File: config.mk
export PLATFORM = sky130hd
export DESIGN_NAME = mag_ctrl
export DESIGN_NICKNAME = d
export VERILOG_FILES = /design/src/logic/mag_pkg.sv /design/src/logic/mag_tmr_if.sv /design/src/logic/mag_ctrl.sv /design/src/logic/mag_tick_timer.sv
export SDC_FILE = /design/constraint.sdc
export NUM_CORES = 2
export LEC_CHECK = 0
export BUFFER_PORTS_ARGS = -buffer_cell sky130_fd_sc_hd__buf_4
export CAP_MARGIN = 25
export CORE_UTILIZATION = 30
export CTS_CLUSTER_DIAMETER = 50
export DETAILED_ROUTE_END_ITERATION = 16
export MAX_ROUTING_LAYER = met4
export PLACE_DENSITY = 0.49
export SYNTH_ARGS = -nofsm -noshare
export SYNTH_HDL_FRONTEND = slang
export SYNTH_SLANG_ARGS = --single-unit
File: constraint.sdc
create_clock -name mclk -period 13.9 [get_ports mclk]
set_input_delay 0.695 -clock mclk [delete_from_list [all_inputs] [get_ports mclk]]
set_output_delay 0.695 -clock mclk [all_outputs]
set_load 0.01 [all_outputs]
File: src/logic/mag_pkg.sv
`default_nettype none
package mag_pkg;
   localparam int CLK_MHZ  = 250;
   localparam int TICK_NS  = 100;
   localparam int TICK_CYC = TICK_NS * CLK_MHZ / 1000;
   localparam int TICKS_PER_MS = 1000000 / TICK_NS;
   localparam int TW = 28;

   localparam logic [5:0] OFS_CTRL = 6'h00;
   localparam logic [5:0] OFS_CMD  = 6'h04;
   localparam logic [5:0] OFS_HOLD = 6'h08;
   localparam logic [5:0] OFS_ARMD = 6'h0C;
   localparam logic [5:0] OFS_MEAS = 6'h10;
   localparam logic [5:0] OFS_SYNC = 6'h14;
   localparam logic [5:0] OFS_IGN  = 6'h18;
   localparam logic [5:0] OFS_WIN  = 6'h1C;
   localparam logic [5:0] OFS_STAT = 6'h20;
   localparam logic [5:0] OFS_RES  = 6'h24;

   localparam int CTL_MODE  = 0;
   localparam int CTL_SRC_A = 2;
   localparam int CTL_DLYEN = 3;
   localparam int CTL_HOLDEN = 4;
   localparam int CTL_FUNC  = 5;
   localparam logic [7:0] CTRL_RST = 8'h10;
   localparam int CMD_FREEZE = 0;
   localparam int CMD_REARM  = 1;
   localparam int CMD_AUTO   = 2;

   localparam int HOLD_DEF_NS = 10000;
   localparam int MEAS_DEF_MS = 100;
   localparam logic [TW-1:0] HOLD_RST_TK = TW'(HOLD_DEF_NS / TICK_NS);
   localparam logic [TW-1:0] MEAS_RST_TK = TW'(MEAS_DEF_MS * TICKS_PER_MS);
   localparam logic [TW-1:0] MIN200_TK = TW'(200 / TICK_NS);
   localparam logic [TW-1:0] MIN800_TK = TW'(800 / TICK_NS);
   localparam logic [TW-1:0] MAX1600MS_TK = TW'(1600 * TICKS_PER_MS);
   localparam logic [TW-1:0] MAX5S_TK = TW'(5000 * TICKS_PER_MS);
   localparam logic [TW-1:0] MAX15S_TK = TW'(15000 * TICKS_PER_MS);
   localparam logic [TW-1:0] AUTO_STEP_TK = TW'(1000);
   localparam logic [TW-1:0] AUTO_GAP_TK = TW'(8);

   localparam int T_HOLD = 0;
   localparam int T_ARM  = 1;
   localparam int T_MEAS = 2;
   localparam int T_SYNC = 3;
   localparam int T_IGN  = 4;
   localparam int T_WIN  = 5;
   localparam int NTMR   = 6;

   typedef enum logic [1:0] {
      MODE_FREE = 2'h0, MODE_MAN = 2'h1, MODE_EXT = 2'h2, MODE_BURST = 2'h3
   } mag_mode_t;
   typedef enum logic [2:0] {
      FN_FREQ = 3'h0, FN_PER = 3'h1, FN_PW = 3'h2, FN_RPM = 3'h3,
      FN_DUTY = 3'h4, FN_RATIO = 3'h5, FN_PAVG = 3'h6, FN_OTHER = 3'h7
   } mag_func_t;
endpackage : mag_pkg
`default_nettype wire

File: src/logic/mag_tmr_if.sv
`timescale 1ns/1ps
`default_nettype none
interface mag_tmr_if;
   logic                     load;
   logic [mag_pkg::TW-1:0]   ticks;
   logic                     busy;
   logic                     done;
   modport ctl (output load, output ticks, input busy, input done);
   modport tmr (input load, input ticks, output busy, output done);
endinterface : mag_tmr_if
`default_nettype wire
File: src/logic/mag_ctrl.sv
// What this block does
// - free-run mode re-arms automatically after each finished measurement.
// - start needs prior result processed, preparation done, then an input trigger.
// - outside burst mode, frequency, ratio, rpm and period-average gates last at least the measuring time less up to 100 ns.
// - gate closes on first stop-trigger event once required time expired.
// - freeze command holds the last result, blocking updates.
// - rearm in manual mode performs exactly one measurement.
// - external qualification disables free-run; every start needs a qualifier edge.
// - qualifier source selectable as channel A or channel B.
// - external qualification applies to frequency, period, pulse width, rpm, duty.
// - optional start delay after qualifier edge, 200 ns to 1.6 s, 100 ns steps.
// - while hold-off runs, start and stop triggers are ignored.
// - each measurement start launches the hold-off timer.
// - after hold-off elapses, start and stop triggers are accepted again.
// - hold-off 200 ns to 1.6 s, 100 ns resolution, default 10 us.
// - actual hold-off lies between programmed value and 100 ns less.
// - burst sync delay settable 200 ns to 5 s.
// - autoset lengthens sync delay stepwise until bursts synchronise.
// - ignore-start interval 800 ns to 5 s before the burst gate.
// - autoset sets ignore-start to 5 percent of sync delay.
// - burst measuring window opens on the first accepted start trigger after ignore-start ends.
// - autoset sets burst window to 40 percent of sync delay.
// - measuring time defaults 100 ms, adjustable continuously up to 15 s.
// - gate start and stop always synchronised to input trigger events.
`timescale 1ns/1ps
`default_nettype none
module mag_ctrl #(
   parameter logic [mag_pkg::TW-1:0] HOLD_RST = mag_pkg::HOLD_RST_TK,
   parameter logic [mag_pkg::TW-1:0] MEAS_RST = mag_pkg::MEAS_RST_TK
) (
   input  wire logic        mclk,
   input  wire logic        rst,
   input  wire logic [5:0]  avs_address,
   input  wire logic        avs_read,
   input  wire logic        avs_write,
   input  wire logic [31:0] avs_writedata,
   input  wire logic [3:0]  avs_byteenable,
   output var  logic [31:0] avs_readdata,
   output logic             avs_waitrequest,
   input  wire logic        trig_a,
   input  wire logic        trig_b,
   input  wire logic        result_ack,
   output var  logic        gate_open,
   output var  logic        meas_done,
   output var  logic        frozen
);
   localparam int TW = mag_pkg::TW;

   typedef enum logic [8:0] {
      S_DONE   = 9'h001, S_PREP  = 9'h002, S_WQUAL = 9'h004,
      S_ARMD   = 9'h008, S_WSTART = 9'h010, S_IGN  = 9'h020,
      S_WOPEN  = 9'h040, S_GATE  = 9'h080, S_WSYNC = 9'h100
   } mag_state_t;

   function automatic logic [TW-1:0] clamp(input logic [31:0] v, input logic [TW-1:0] lo,
                                           input logic [TW-1:0] hi);
      if (v < 32'(lo))
         clamp = lo;
      else if (v > 32'(hi))
         clamp = hi;
      else
         clamp = v[TW-1:0];
   endfunction : clamp

   function automatic logic [31:0] merge(input logic [31:0] old, input logic [31:0] wd,
                                         input logic [3:0] be);
      merge = old;
      for (int i = 0; i < 4; i++) begin
         if (be[i])
            merge[8*i +: 8] = wd[8*i +: 8];
      end
   endfunction : merge

   function automatic logic is_timed(input mag_pkg::mag_func_t f);
      is_timed = (f == mag_pkg::FN_FREQ) || (f == mag_pkg::FN_RATIO) ||
                 (f == mag_pkg::FN_RPM) || (f == mag_pkg::FN_PAVG);
   endfunction : is_timed

   function automatic logic ext_ok(input mag_pkg::mag_func_t f);
      ext_ok = (f == mag_pkg::FN_FREQ) || (f == mag_pkg::FN_PER) || (f == mag_pkg::FN_PW) ||
               (f == mag_pkg::FN_RPM) || (f == mag_pkg::FN_DUTY);
   endfunction : ext_ok

   // pin conditioning
   logic [2:0] sa_r;
   logic [2:0] sb_r;
   logic       lva_r;
   logic       lvb_r;
   logic       pva_r;
   logic       pvb_r;

   always_ff @(posedge mclk) begin
      if (rst) begin
         sa_r  <= 3'h0;
         sb_r  <= 3'h0;
         lva_r <= 1'b0;
         lvb_r <= 1'b0;
         pva_r <= 1'b0;
         pvb_r <= 1'b0;
      end else begin
         sa_r  <= {sa_r[1:0], trig_a};
         sb_r  <= {sb_r[1:0], trig_b};
         if (sa_r[2] == sa_r[1])
            lva_r <= sa_r[2];
         if (sb_r[2] == sb_r[1])
            lvb_r <= sb_r[2];
         pva_r <= lva_r;
         pvb_r <= lvb_r;
      end
   end

   logic rise_a;
   logic fall_a;
   logic rise_b;
   assign rise_a = lva_r & ~pva_r;
   assign fall_a = ~lva_r & pva_r;
   assign rise_b = lvb_r & ~pvb_r;

   // 100 ns reference tick
   logic [4:0] pre_r;
   logic       tick;
   assign tick = (pre_r == 5'(mag_pkg::TICK_CYC - 1));
   always_ff @(posedge mclk) begin
      if (rst || tick)
         pre_r <= 5'h00;
      else
         pre_r <= pre_r + 5'h01;
   end

   // register file and bus slave
   logic [7:0]    ctrl_r;
   logic [TW-1:0] hold_r;
   logic [TW-1:0] armd_r;
   logic [TW-1:0] meas_r;
   logic [TW-1:0] sync_r;
   logic [TW-1:0] ign_r;
   logic [TW-1:0] win_r;
   logic [31:0]   res_r;
   logic          ack_r;
   logic          auto_r;
   logic          single_r;
   logic          pend_r;
   logic          auto_bump;
   logic          auto_end;
   logic          wr;
   logic          cmd_wr;
   logic [TW-1:0] sync_nxt;
   mag_state_t    st_r;
   mag_state_t    st_nxt;

   assign avs_waitrequest = (avs_read | avs_write) & ~ack_r;
   assign wr       = avs_write & ack_r;
   assign cmd_wr   = wr && (avs_address == mag_pkg::OFS_CMD) && avs_byteenable[0];
   assign sync_nxt = clamp(32'(sync_r) + 32'(mag_pkg::AUTO_STEP_TK), mag_pkg::MIN200_TK, mag_pkg::MAX5S_TK);

   mag_pkg::mag_mode_t mode;
   mag_pkg::mag_func_t func;
   logic               ext_act;
   logic               burst;
   assign mode    = mag_pkg::mag_mode_t'(ctrl_r[mag_pkg::CTL_MODE +: 2]);
   assign func    = mag_pkg::mag_func_t'(ctrl_r[mag_pkg::CTL_FUNC +: 3]);
   assign ext_act = (mode == mag_pkg::MODE_EXT) && ext_ok(func);
   assign burst   = (mode == mag_pkg::MODE_BURST);

   always_ff @(posedge mclk) begin
      if (rst) begin
         ack_r <= 1'b0;
      end else begin
         ack_r <= (avs_read | avs_write) & ~ack_r;
      end
   end

   always_ff @(posedge mclk) begin
      if (rst) begin
         ctrl_r <= mag_pkg::CTRL_RST;
         hold_r <= HOLD_RST;
         armd_r <= mag_pkg::MIN200_TK;
         meas_r <= MEAS_RST;
         sync_r <= mag_pkg::MIN200_TK;
         ign_r  <= mag_pkg::MIN800_TK;
         win_r  <= mag_pkg::MIN200_TK;
      end else begin
         if (wr) begin
            case (avs_address)
               mag_pkg::OFS_CTRL: ctrl_r <= 8'(merge({24'h0, ctrl_r}, avs_writedata, avs_byteenable));
               mag_pkg::OFS_HOLD: hold_r <= clamp(merge(32'(hold_r), avs_writedata, avs_byteenable),
                                                  mag_pkg::MIN200_TK, mag_pkg::MAX1600MS_TK);
               mag_pkg::OFS_ARMD: armd_r <= clamp(merge(32'(armd_r), avs_writedata, avs_byteenable),
                                                  mag_pkg::MIN200_TK, mag_pkg::MAX1600MS_TK);
               mag_pkg::OFS_MEAS: meas_r <= clamp(merge(32'(meas_r), avs_writedata, avs_byteenable),
                                                  mag_pkg::MIN200_TK, mag_pkg::MAX15S_TK);
               mag_pkg::OFS_SYNC: sync_r <= clamp(merge(32'(sync_r), avs_writedata, avs_byteenable),
                                                  mag_pkg::MIN200_TK, mag_pkg::MAX5S_TK);
               mag_pkg::OFS_IGN:  ign_r  <= clamp(merge(32'(ign_r), avs_writedata, avs_byteenable),
                                                  mag_pkg::MIN800_TK, mag_pkg::MAX5S_TK);
               mag_pkg::OFS_WIN:  win_r  <= clamp(merge(32'(win_r), avs_writedata, avs_byteenable),
                                                  mag_pkg::MIN200_TK, mag_pkg::MAX5S_TK);
               default: ;
            endcase
         end
         // autoset derives ignore-start and window from the sync delay
         if (auto_bump) begin
            sync_r <= sync_nxt;
            ign_r  <= clamp(32'(sync_nxt) / 32'd20, mag_pkg::MIN800_TK, mag_pkg::MAX5S_TK);
            win_r  <= clamp(32'(sync_nxt) * 32'd2 / 32'd5, mag_pkg::MIN200_TK, mag_pkg::MAX5S_TK);
         end else if (cmd_wr && avs_writedata[mag_pkg::CMD_AUTO]) begin
            ign_r  <= clamp(32'(sync_r) / 32'd20, mag_pkg::MIN800_TK, mag_pkg::MAX5S_TK);
            win_r  <= clamp(32'(sync_r) * 32'd2 / 32'd5, mag_pkg::MIN200_TK, mag_pkg::MAX5S_TK);
         end
      end
   end

   always_ff @(posedge mclk) begin
      if (rst) begin
         avs_readdata <= 32'h0000_0000;
      end else if (avs_read && !ack_r) begin
         case (avs_address)
            mag_pkg::OFS_CTRL: avs_readdata <= {24'h0, ctrl_r};
            mag_pkg::OFS_HOLD: avs_readdata <= 32'(hold_r);
            mag_pkg::OFS_ARMD: avs_readdata <= 32'(armd_r);
            mag_pkg::OFS_MEAS: avs_readdata <= 32'(meas_r);
            mag_pkg::OFS_SYNC: avs_readdata <= 32'(sync_r);
            mag_pkg::OFS_IGN:  avs_readdata <= 32'(ign_r);
            mag_pkg::OFS_WIN:  avs_readdata <= 32'(win_r);
            mag_pkg::OFS_STAT: avs_readdata <= {19'h0, st_r, auto_r, single_r, pend_r, frozen};
            mag_pkg::OFS_RES:  avs_readdata <= res_r;
            default:           avs_readdata <= 32'h0000_0000;
         endcase
      end
   end

   // command flags; a command set beats a same-cycle hardware clear
   always_ff @(posedge mclk) begin
      if (rst) begin
         frozen   <= 1'b0;
         single_r <= 1'b0;
         auto_r   <= 1'b0;
      end else begin
         if (cmd_wr && avs_writedata[mag_pkg::CMD_FREEZE])
            frozen <= ~frozen;
         if (cmd_wr && avs_writedata[mag_pkg::CMD_REARM])
            single_r <= 1'b1;
         else if (st_r == S_PREP && mode == mag_pkg::MODE_MAN)
            single_r <= 1'b0;
         if (cmd_wr && avs_writedata[mag_pkg::CMD_AUTO])
            auto_r <= 1'b1;
         else if (auto_end || !burst)
            auto_r <= 1'b0;
      end
   end

   // timers
   mag_tmr_if tif [mag_pkg::NTMR] ();
   logic [TW-1:0]           tval [mag_pkg::NTMR];
   logic [mag_pkg::NTMR-1:0] tld;
   logic [mag_pkg::NTMR-1:0] tbusy;
   logic [mag_pkg::NTMR-1:0] tdone;

   assign tval[mag_pkg::T_HOLD] = hold_r;
   assign tval[mag_pkg::T_ARM]  = armd_r;
   assign tval[mag_pkg::T_MEAS] = meas_r;
   assign tval[mag_pkg::T_SYNC] = sync_r;
   assign tval[mag_pkg::T_IGN]  = ign_r;
   assign tval[mag_pkg::T_WIN]  = win_r;

   for (genvar gi = 0; gi < mag_pkg::NTMR; gi++) begin : g_tmr
      assign tif[gi].load  = tld[gi];
      assign tif[gi].ticks = tval[gi];
      assign tbusy[gi]     = tif[gi].busy;
      assign tdone[gi]     = tif[gi].done;
      mag_tick_timer u_tmr (
         .mclk (mclk),
         .rst  (rst),
         .tick (tick),
         .t    (tif[gi])
      );
   end

   // sequencer
   logic hold_busy;
   logic qual_edge;
   logic start_acc;
   logic stop_evt;
   logic stop_ok;
   logic open_g;
   logic close_g;
   logic [TW-1:0] gap_r;

   assign hold_busy = tbusy[mag_pkg::T_HOLD];
   assign qual_edge = ctrl_r[mag_pkg::CTL_SRC_A] ? rise_a : rise_b;
   assign start_acc = rise_a & ~hold_busy;
   assign stop_evt  = ((func == mag_pkg::FN_PW) ? fall_a : rise_a) & ~hold_busy;
   assign stop_ok   = burst ? ~tbusy[mag_pkg::T_WIN] :
                      (~is_timed(func) | ~tbusy[mag_pkg::T_MEAS]);

   always_comb begin
      st_nxt    = st_r;
      tld       = '0;
      open_g    = 1'b0;
      close_g   = 1'b0;
      auto_bump = 1'b0;
      auto_end  = 1'b0;
      case (st_r)
         S_DONE: begin
            if (!pend_r && (mode != mag_pkg::MODE_MAN || single_r))
               st_nxt = S_PREP;
         end
         S_PREP: begin
            st_nxt = ext_act ? S_WQUAL : S_WSTART;
         end
         S_WQUAL: begin
            if (!ext_act) begin
               st_nxt = S_WSTART;
            end else if (qual_edge) begin
               if (ctrl_r[mag_pkg::CTL_DLYEN]) begin
                  st_nxt = S_ARMD;
                  tld[mag_pkg::T_ARM] = 1'b1;
               end else begin
                  st_nxt = S_WSTART;
               end
            end
         end
         S_ARMD: begin
            if (tdone[mag_pkg::T_ARM])
               st_nxt = S_WSTART;
         end
         S_WSTART: begin
            if (start_acc) begin
               if (burst) begin
                  st_nxt = S_IGN;
                  tld[mag_pkg::T_IGN]  = 1'b1;
                  tld[mag_pkg::T_SYNC] = 1'b1;
                  auto_bump = auto_r && (gap_r < mag_pkg::AUTO_GAP_TK);
                  auto_end  = auto_r && (gap_r >= mag_pkg::AUTO_GAP_TK);
               end else begin
                  st_nxt = S_GATE;
                  open_g = 1'b1;
                  tld[mag_pkg::T_MEAS] = 1'b1;
                  tld[mag_pkg::T_HOLD] = ctrl_r[mag_pkg::CTL_HOLDEN];
               end
            end
         end
         S_IGN: begin
            if (tdone[mag_pkg::T_IGN])
               st_nxt = S_WOPEN;
         end
         S_WOPEN: begin
            if (start_acc) begin
               st_nxt = S_GATE;
               open_g = 1'b1;
               tld[mag_pkg::T_WIN]  = 1'b1;
               tld[mag_pkg::T_HOLD] = ctrl_r[mag_pkg::CTL_HOLDEN];
            end
         end
         S_GATE: begin
            if (stop_ok && stop_evt) begin
               close_g = 1'b1;
               st_nxt  = burst ? S_WSYNC : S_DONE;
            end
         end
         S_WSYNC: begin
            if (!tbusy[mag_pkg::T_SYNC])
               st_nxt = S_DONE;
         end
         default: st_nxt = S_DONE;
      endcase
   end

   always_ff @(posedge mclk) begin
      if (rst)
         st_r <= S_DONE;
      else
         st_r <= st_nxt;
   end

   // ticks from sync-delay expiry to the next burst start edge
   always_ff @(posedge mclk) begin
      if (rst || tdone[mag_pkg::T_SYNC])
         gap_r <= '0;
      else if (tick && gap_r != {TW{1'b1}})
         gap_r <= gap_r + TW'(1);
   end

   // gate, result and hand-off
   logic [31:0] cnt_r;
   always_ff @(posedge mclk) begin
      if (rst) begin
         gate_open <= 1'b0;
         meas_done <= 1'b0;
         cnt_r     <= 32'h0000_0000;
         res_r     <= 32'h0000_0000;
         pend_r    <= 1'b0;
      end else begin
         meas_done <= close_g;
         if (open_g)
            gate_open <= 1'b1;
         else if (close_g)
            gate_open <= 1'b0;
         cnt_r <= open_g ? 32'h0000_0001 : cnt_r + 32'(gate_open);
         if (close_g && !frozen)
            res_r <= cnt_r;
         if (close_g)
            pend_r <= 1'b1;
         else if (result_ack)
            pend_r <= 1'b0;
      end
   end
endmodule : mag_ctrl
`default_nettype wire

File: src/logic/mag_tick_timer.sv
`timescale 1ns/1ps
`default_nettype none
module mag_tick_timer (
   input wire logic mclk,
   input wire logic rst,
   input wire logic tick,
   mag_tmr_if.tmr   t
);
   logic [mag_pkg::TW-1:0] cnt_r;

   // counts free-running 100 ns ticks, so the first tick lands anywhere in the first slot
   always_ff @(posedge mclk) begin
      if (rst) begin
         cnt_r  <= '0;
         t.busy <= 1'b0;
         t.done <= 1'b0;
      end else begin
         t.done <= 1'b0;
         if (t.load) begin
            cnt_r  <= t.ticks;
            t.busy <= 1'b1;
         end else if (t.busy && tick) begin
            if (cnt_r == mag_pkg::TW'(1)) begin
               t.busy <= 1'b0;
               t.done <= 1'b1;
            end
            cnt_r <= cnt_r - mag_pkg::TW'(1);
         end
      end
   end
endmodule : mag_tick_timer
`default_nettype wire

## Word level (Yosys, flattened, before mapping)

Cells that the tools add are included.

| word-level totals | value |
|---|---|
| input bits | 49 |
| bits in registers | 508 |
| output and inout bits | 36 |

| operators by class | value |
|---|---|
| bitwise logic cells | 21 |
| add/sub/neg operators | 10 |
| magnitude comparators | 24 |
| mux-type cells | 213 |
| div/mod/pow operators | 4 |
| equal/unequal tests | 46 |
| reductions and logical operators | 76 |

Operator list:

| operator | number |
|---|---|
| 28-bit 2-to-1 mux | 45 |
| 8-bit 2-to-1 mux | 97 |
| 32-bit case mux with 9 select lines | 1 |
| 32-bit by 26-bit > comparator with 1-bit output (second input constant) | 7 |
| 32-bit by 2-bit less-than comparator with 1-bit output (second input constant) | 7 |
| 28-bit by 1-bit == test with 1-bit output (second input constant) | 6 |
| 28-bit by 1-bit subtractor with 28-bit output (second input constant) | 6 |
| 32-bit by 4-bit less-than comparator with 1-bit output (second input constant) | 3 |
| 9-bit 2-to-1 mux | 10 |
| 9-bit case mux with 9 select lines | 1 |
| 28-bit by 5-bit divider with 32-bit output (second input constant) | 2 |
| 29-bit by 3-bit divider with 32-bit output (second input constant) | 2 |
| 32-bit by 24-bit > comparator with 1-bit output (second input constant) | 2 |
| 1-bit 2-to-1 mux | 52 |
| 2-bit nonzero test | 18 |
| 32-bit by 1-bit adder with 32-bit output | 1 |
| 32-bit by 28-bit > comparator with 1-bit output (second input constant) | 1 |
| 28-bit by 10-bit adder with 29-bit output (second input constant) | 1 |
| 29-bit by 26-bit > comparator with 1-bit output (second input constant) | 1 |
| 29-bit by 2-bit less-than comparator with 1-bit output (second input constant) | 1 |
| 28-bit by 1-bit adder with 28-bit output (second input constant) | 1 |
| 28-bit by 4-bit >= comparator with 1-bit output (second input constant) | 1 |
| 28-bit by 4-bit less-than comparator with 1-bit output (second input constant) | 1 |
| 28-bit inequality test (second input constant) | 1 |
| 42 further kinds | 126 |

## Depth between registers and ports, before layout

| depth | value |
|---|---|
| depth in word-level cells | 12 |
| gate-level depth with buffers | 51 |
| gate-level depth less buffers | 39 |

## Hierarchy

From an unflattened synthesis, not the netlist that was laid out.

| unflattened totals | value |
|---|---|
| cell total of the unflattened synthesis | 5090 |
| area total of the unflattened synthesis | 37843.8 um^2 |

By module, submodules not included:

| module | instances | area each (um^2) | cells an instance |
|---|---|---|---|
| mag_ctrl | 1 | 26853.3 | 3794 |
| mag_tick_timer | 6 | 1831.8 | 216 |

## Least setup slack after synthesis

No wires, ideal clock.

| timing path | value |
|---|---|
| path type | register -> register |
| start point | reg sync_r[3] |
| end point | reg win_r[24], in the netlist tif[5].ticks[24] |
| path buffers | 6 |
| cell stages (with the launch flop) | 44 |
| library setup time | 0.103 ns |
| arrival | 10.787 ns |
| slack | 3.009 ns |
| clock period less this slack | 10.891 ns |
| cells stage by stage | dfxtp_1 -> clkbuf_1 -> inv_1 -> clkbuf_1 -> ha_1 -> or4b_1 -> nor3_1 -> buf_2 -> nand2_1 -> or4_1 -> a41oi_1 -> o21ai_1 -> nor3_1 -> nor2_1 -> a21boi_1 -> o221ai_1 -> a2111o_1 -> a2111o_1 -> [... 8 more ...] -> and3_1 -> buf_4 -> and3_1 -> or3_1 -> o21ai_2 -> o22ai_1 -> a22o_1 -> a2111oi_2 -> buf_2 -> nor2_1 -> a221oi_1 -> nor2b_1 -> ha_1 -> o31ai_1 -> a21oi_1 -> o41a_1 -> o21a_1 -> a2111oi_2 |

| on the way | value |
|---|---|
| word-level cells in the longest chain between the ends | 9 |
| elaborated cells on any way between the ends | 17 |

RTL lines:

| item | line | RTL |
|---|---|---|
| start: declaration | mag_ctrl.sv:135 | `logic [TW-1:0] sync_r;` |
| start signal: assignment | mag_ctrl.sv:179 | `sync_r <= mag_pkg::MIN200_TK;` |
| start signal: assignment | mag_ctrl.sv:192 | `mag_pkg::OFS_SYNC: sync_r <= clamp(merge(32'(sync_r), avs_writedata, avs_byteenable),` |
| start signal: assignment | mag_ctrl.sv:203 | `sync_r <= sync_nxt;` |
| 28-bit by 10-bit adder with 29-bit output | mag_ctrl.sv:154 | `assign sync_nxt = clamp(32'(sync_r) + 32'(mag_pkg::AUTO_STEP_TK), mag_pkg::MIN200_TK, mag_pkg::MAX5S_TK);` |
| 29-bit by 26-bit > comparator with 1-bit output | mag_ctrl.sv:59 | `else if (v > 32'(hi))` |
| 28-bit 2-to-1 mux | mag_ctrl.sv:59 |  |
| 28-bit 2-to-1 mux | mag_ctrl.sv:57 | `if (v < 32'(lo))` |
| 29-bit by 3-bit divider with 32-bit output | mag_ctrl.sv:205 | `win_r <= clamp(32'(sync_nxt) * 32'd2 / 32'd5, mag_pkg::MIN200_TK, mag_pkg::MAX5S_TK);` |
| 32-bit by 26-bit > comparator with 1-bit output | mag_ctrl.sv:59 |  |
| 28-bit 2-to-1 mux | mag_ctrl.sv:59 |  |
| 28-bit 2-to-1 mux | mag_ctrl.sv:57 |  |
| 28-bit 2-to-1 mux * | mag_ctrl.sv:202 | `if (auto_bump) begin` |
| end signal: assignment | mag_ctrl.sv:196 | `mag_pkg::OFS_WIN: win_r <= clamp(merge(32'(win_r), avs_writedata, avs_byteenable),` |
| end signal: assignment | mag_ctrl.sv:205 |  |
| end signal: assignment | mag_ctrl.sv:208 | `win_r <= clamp(32'(sync_r) * 32'd2 / 32'd5, mag_pkg::MIN200_TK, mag_pkg::MAX5S_TK);` |
| end: declaration | mag_ctrl.sv:137 | `logic [TW-1:0] win_r;` |

Every way passes the cells marked *; elsewhere a longest branch is shown, timed or not.
A chain may end at the register's enable or synchronous reset.

## Worst setup path in the final report

| timing path | value |
|---|---|
| start point | reg sync_r[4] |
| end point | reg win_r[10], in the netlist tif[5].ticks[10] |

Same word-level chain as after synthesis.

==> metrics <==
CTS Buffer Depth 3; CP top delay family compound AO/OA/AOI/OAI gates; largest net degree at the start of global routing 83; design area 40,500 µm²; Arr. time, crit path 13.64 ns; Synth Area in Simple Gates 0.265; global-route wire length before repair 249 mm; CP Launch Type flip-flop; outcome completed; number of CTS-inserted buffers 80; P&R area growth vs syn 14.2%; Compound-Gate Fraction of Synth Area 0.309; Die W 346 µm; nets 4,869; setup ws final 0.784 ns; TritonCTS clock tree yes; Final setup viols 0; Die Ht 346 µm; EDFF count, synth 0; fin crit period 13.12 ns; Tightest Hold Check Type input pin to flip-flop; critical path's slowest cell a2111oi_2; Clock Pin Slew Worst Setup and Hold Paths 0.06 ns; remaining global-route overflow 0; pwr dens 100 nW/µm²; clk root buf clkbuf_16; critical path's largest stage delay 0.77 ns; max_cap viols 0; Final ANT Viol Nets 0; clock latency on the worst-skew pair 0.67 ns; Post-Synth Adder-Cell Area 0.0102; mux cell area share after synthesis 0.0187; Synth Instances 4,862; Synth Flop Type dfxtp_1; Setup CP Type flip-flop to flip-flop; Initial Utilization 0.304; DP Area 37,500 µm²; vias in the first global route 35.7k; Highest Clock Rate 76.2 MHz; total iterations of the first detailed-routing run 10; GRT Util Overall 0.281; Rel. slew slack 0.211; # rows 125; ratio of cells with drive above 1 in the final layout 0.0963; RSZ-0062 raised after global routing false; Wirelength per Cell 26.6 µm; synth warn 0; worst-margin pin slew 1.18 ns; H-tree levels 3; Clock Skews 0.0518 ns; initial drt markers 5,466; ys async rst share 0; Syn Area/Cell 7.29 µm²; Yosys reg bits 508; DRC 0; Critical Path End Type flip-flop; WP buf/inv 6; Post-DP HPWL 124 mm; total power 4.06 mW; Worst Path Max Fanout 17; routed vias 39.6k; antenna violations before repair 9; Vias per Instance 6.20; num ports 85; Tcrit/Tclk final 0.944; WHS 0.304 ns; Final Hold Viols 0; Cell variety after synth 114; leakage power 14.2 nW; cts hold-fix bufs 0; CP Data Required Time 14.43 ns; total core area 117,000 µm²; pins over their slew limit 0; Port-buffer cells 84; final estimated routing congestion in global placement 0.998; worst vdd ir 0.0000814 V; mapped cell area 35,500 µm²; net count after synthesis 4,936; largest family of logic cells by synthesized area compound AO/OA/AOI/OAI gates; die area 120,000 µm²; setup_tns 0 ns; post-synthesis xor/xnor area fraction 0.0588; Post-Route WL 170 mm; crit-path most repeated cell buf_4; CTS Sinks 508; sequential cell area fraction in the yosys report 0.287; Place WS 0.951 ns
-- cells in the final DEF, fill, tap and decap left out, types with 17 or more instances in the layout --
cell,instances
nor4_1,97
ha_1,25
o31ai_1,31
nand2_1,472
mux2i_1,57
o2111ai_1,17
o211ai_1,43
or3_1,48
or2_2,21
o21ai_1,17
nor3_1,182
a22oi_1,94
xor2_1,90
nor2b_1,36
nand3_1,152
a211oi_1,167
nand2b_1,40
o22ai_1,39
dfxtp_1,508
a222oi_1,33
inv_1,89
and2_1,50
o221ai_1,23
o21a_1,25
a32oi_1,20
a311oi_1,37
a31oi_1,92
o21ai_0,286
buf_4,203
a221oi_1,37
xnor2_1,145
nand4_1,60
nor2_1,638
a21oi_1,346
clkbuf_16,81
and3_1,60
or4_1,27
a21o_1,41
-- what timing repair did --
item	in CTS	in global routing
endpoints found under the hold margin	0	0
endpoints found under the setup margin	0	7
buffers inserted	0	2
gates resized for setup	0	4
-- final timing paths --
| path | start | to | slack [ns] | depth (start not counted) |
|---|---|---|---|---|
| max reg2reg | sync_r[4] | tif[5].ticks[10] | 0.78 | 41 |
| min | trig_b | sb_r[0] | 0.30 | 2 |
| max | sync_r[4] | tif[5].ticks[10] | 0.78 | 41 |
| min reg2reg | sb_r[0] | sb_r[1] | 0.43 | 1 |
-- through the flow --
step | cells | util
after floorplan | 4862 | -
after global placement | 6229 | 0.321
after detailed placement | 6232 | 0.321
after CTS | 6380 | 0.346
after global routing | 6392 | 0.347
final | 6392 | 0.347
-- Yosys cell counts, types with 60 or more instances --
cell	number	area, µm²
nor2_1	642	2410
dfxtp_1	508	10200
nand2_1	475	1780
a21oi_1	348	1740
clkbuf_1	295	1110
o21ai_0	286	1430
nor3_1	183	916
a211oi_1	168	1260
nand3_1	152	761
xnor2_1	146	1280
nor4_1	97	607
a22oi_1	94	706
a31oi_1	92	576
xor2_1	90	788
inv_1	89	334
and3_1	61	382
nand4_1	60	375
-- flip-flops by register name, indices dropped and copies added (netlist names), 3 cells and up --
register and cells:
cnt_r 32, meas_r 28, pre_r 5, ctrl_r 8, g_tmr.u_tmr.t.done 3, sa_r 3, g_tmr.u_tmr.t.busy 6, gap_r 28
avs_readdata 32, st_r 9, armd_r 28, sb_r 3, ign_r 28, sync_r 28, g_tmr.u_tmr.cnt_r 168, hold_r 28
res_r 32, tif.ticks 28
-- layout make-up --
class                           instances  area [µm²]
Clock inverter                         57         783
Fill cell                           12400       76200
Clock buffer                           91        2120
Timing Repair Buffer                  208        1560
Sequential cell                       508       10200
Antenna cell                            7        17.5
Multi-Input combinational cell       3899       23600
Tap cell                             1524        1910
Inverter                               98         368
-- metal layers --
| metal | track usage | vias to the layer above | wire, µm |
|---|---|---|---|
| li1 | - | 18100 | - |
| met1 | 0.385 | 19100 | 75100 |
| met2 | 0.405 | 2099 | 71700 |
| met3 | 0.0528 | 351 | 16600 |
| met4 | 0.103 | 0 | 6760 |
| met5 | - | - | 0 |
-- worst reg2reg max path, delay by kind of cell, from the launching register on --
| family | cells | cell delay, ns |
|---|---|---|
| muxes | 1 | 0.08 |
| buffers and inverters | 6 | 1.28 |
| AOI/OAI and AO/OA | 18 | 6.26 |
| and+or+nand+nor | 13 | 3.88 |
| adders and majority gates | 2 | 0.45 |
| xor gates and xnor gates | 1 | 0.76 |
| DFF | 1 | 0.31 |
-- where the power goes --
group          switching [mW]  internal (mW)
sequential            0.00972           1.46
clock                   0.851           1.35
combinational           0.270          0.117
total                    1.13           2.93
-- cells by family (layout without fill, tap and decap cells) --
| group | Yosys count | count (layout) |
|---|---|---|
| simple gates | 1979 | 1979 |
| compound gates | 1588 | 1588 |
| flops | 508 | 508 |
| buf+inv | 455 | 454 |
| xor+xnor | 237 | 237 |
| mux | 65 | 65 |
| fa+ha+maj | 30 | 30 |
| other cells | 0 | 7 |
Power figures use the tool's default switching activity.
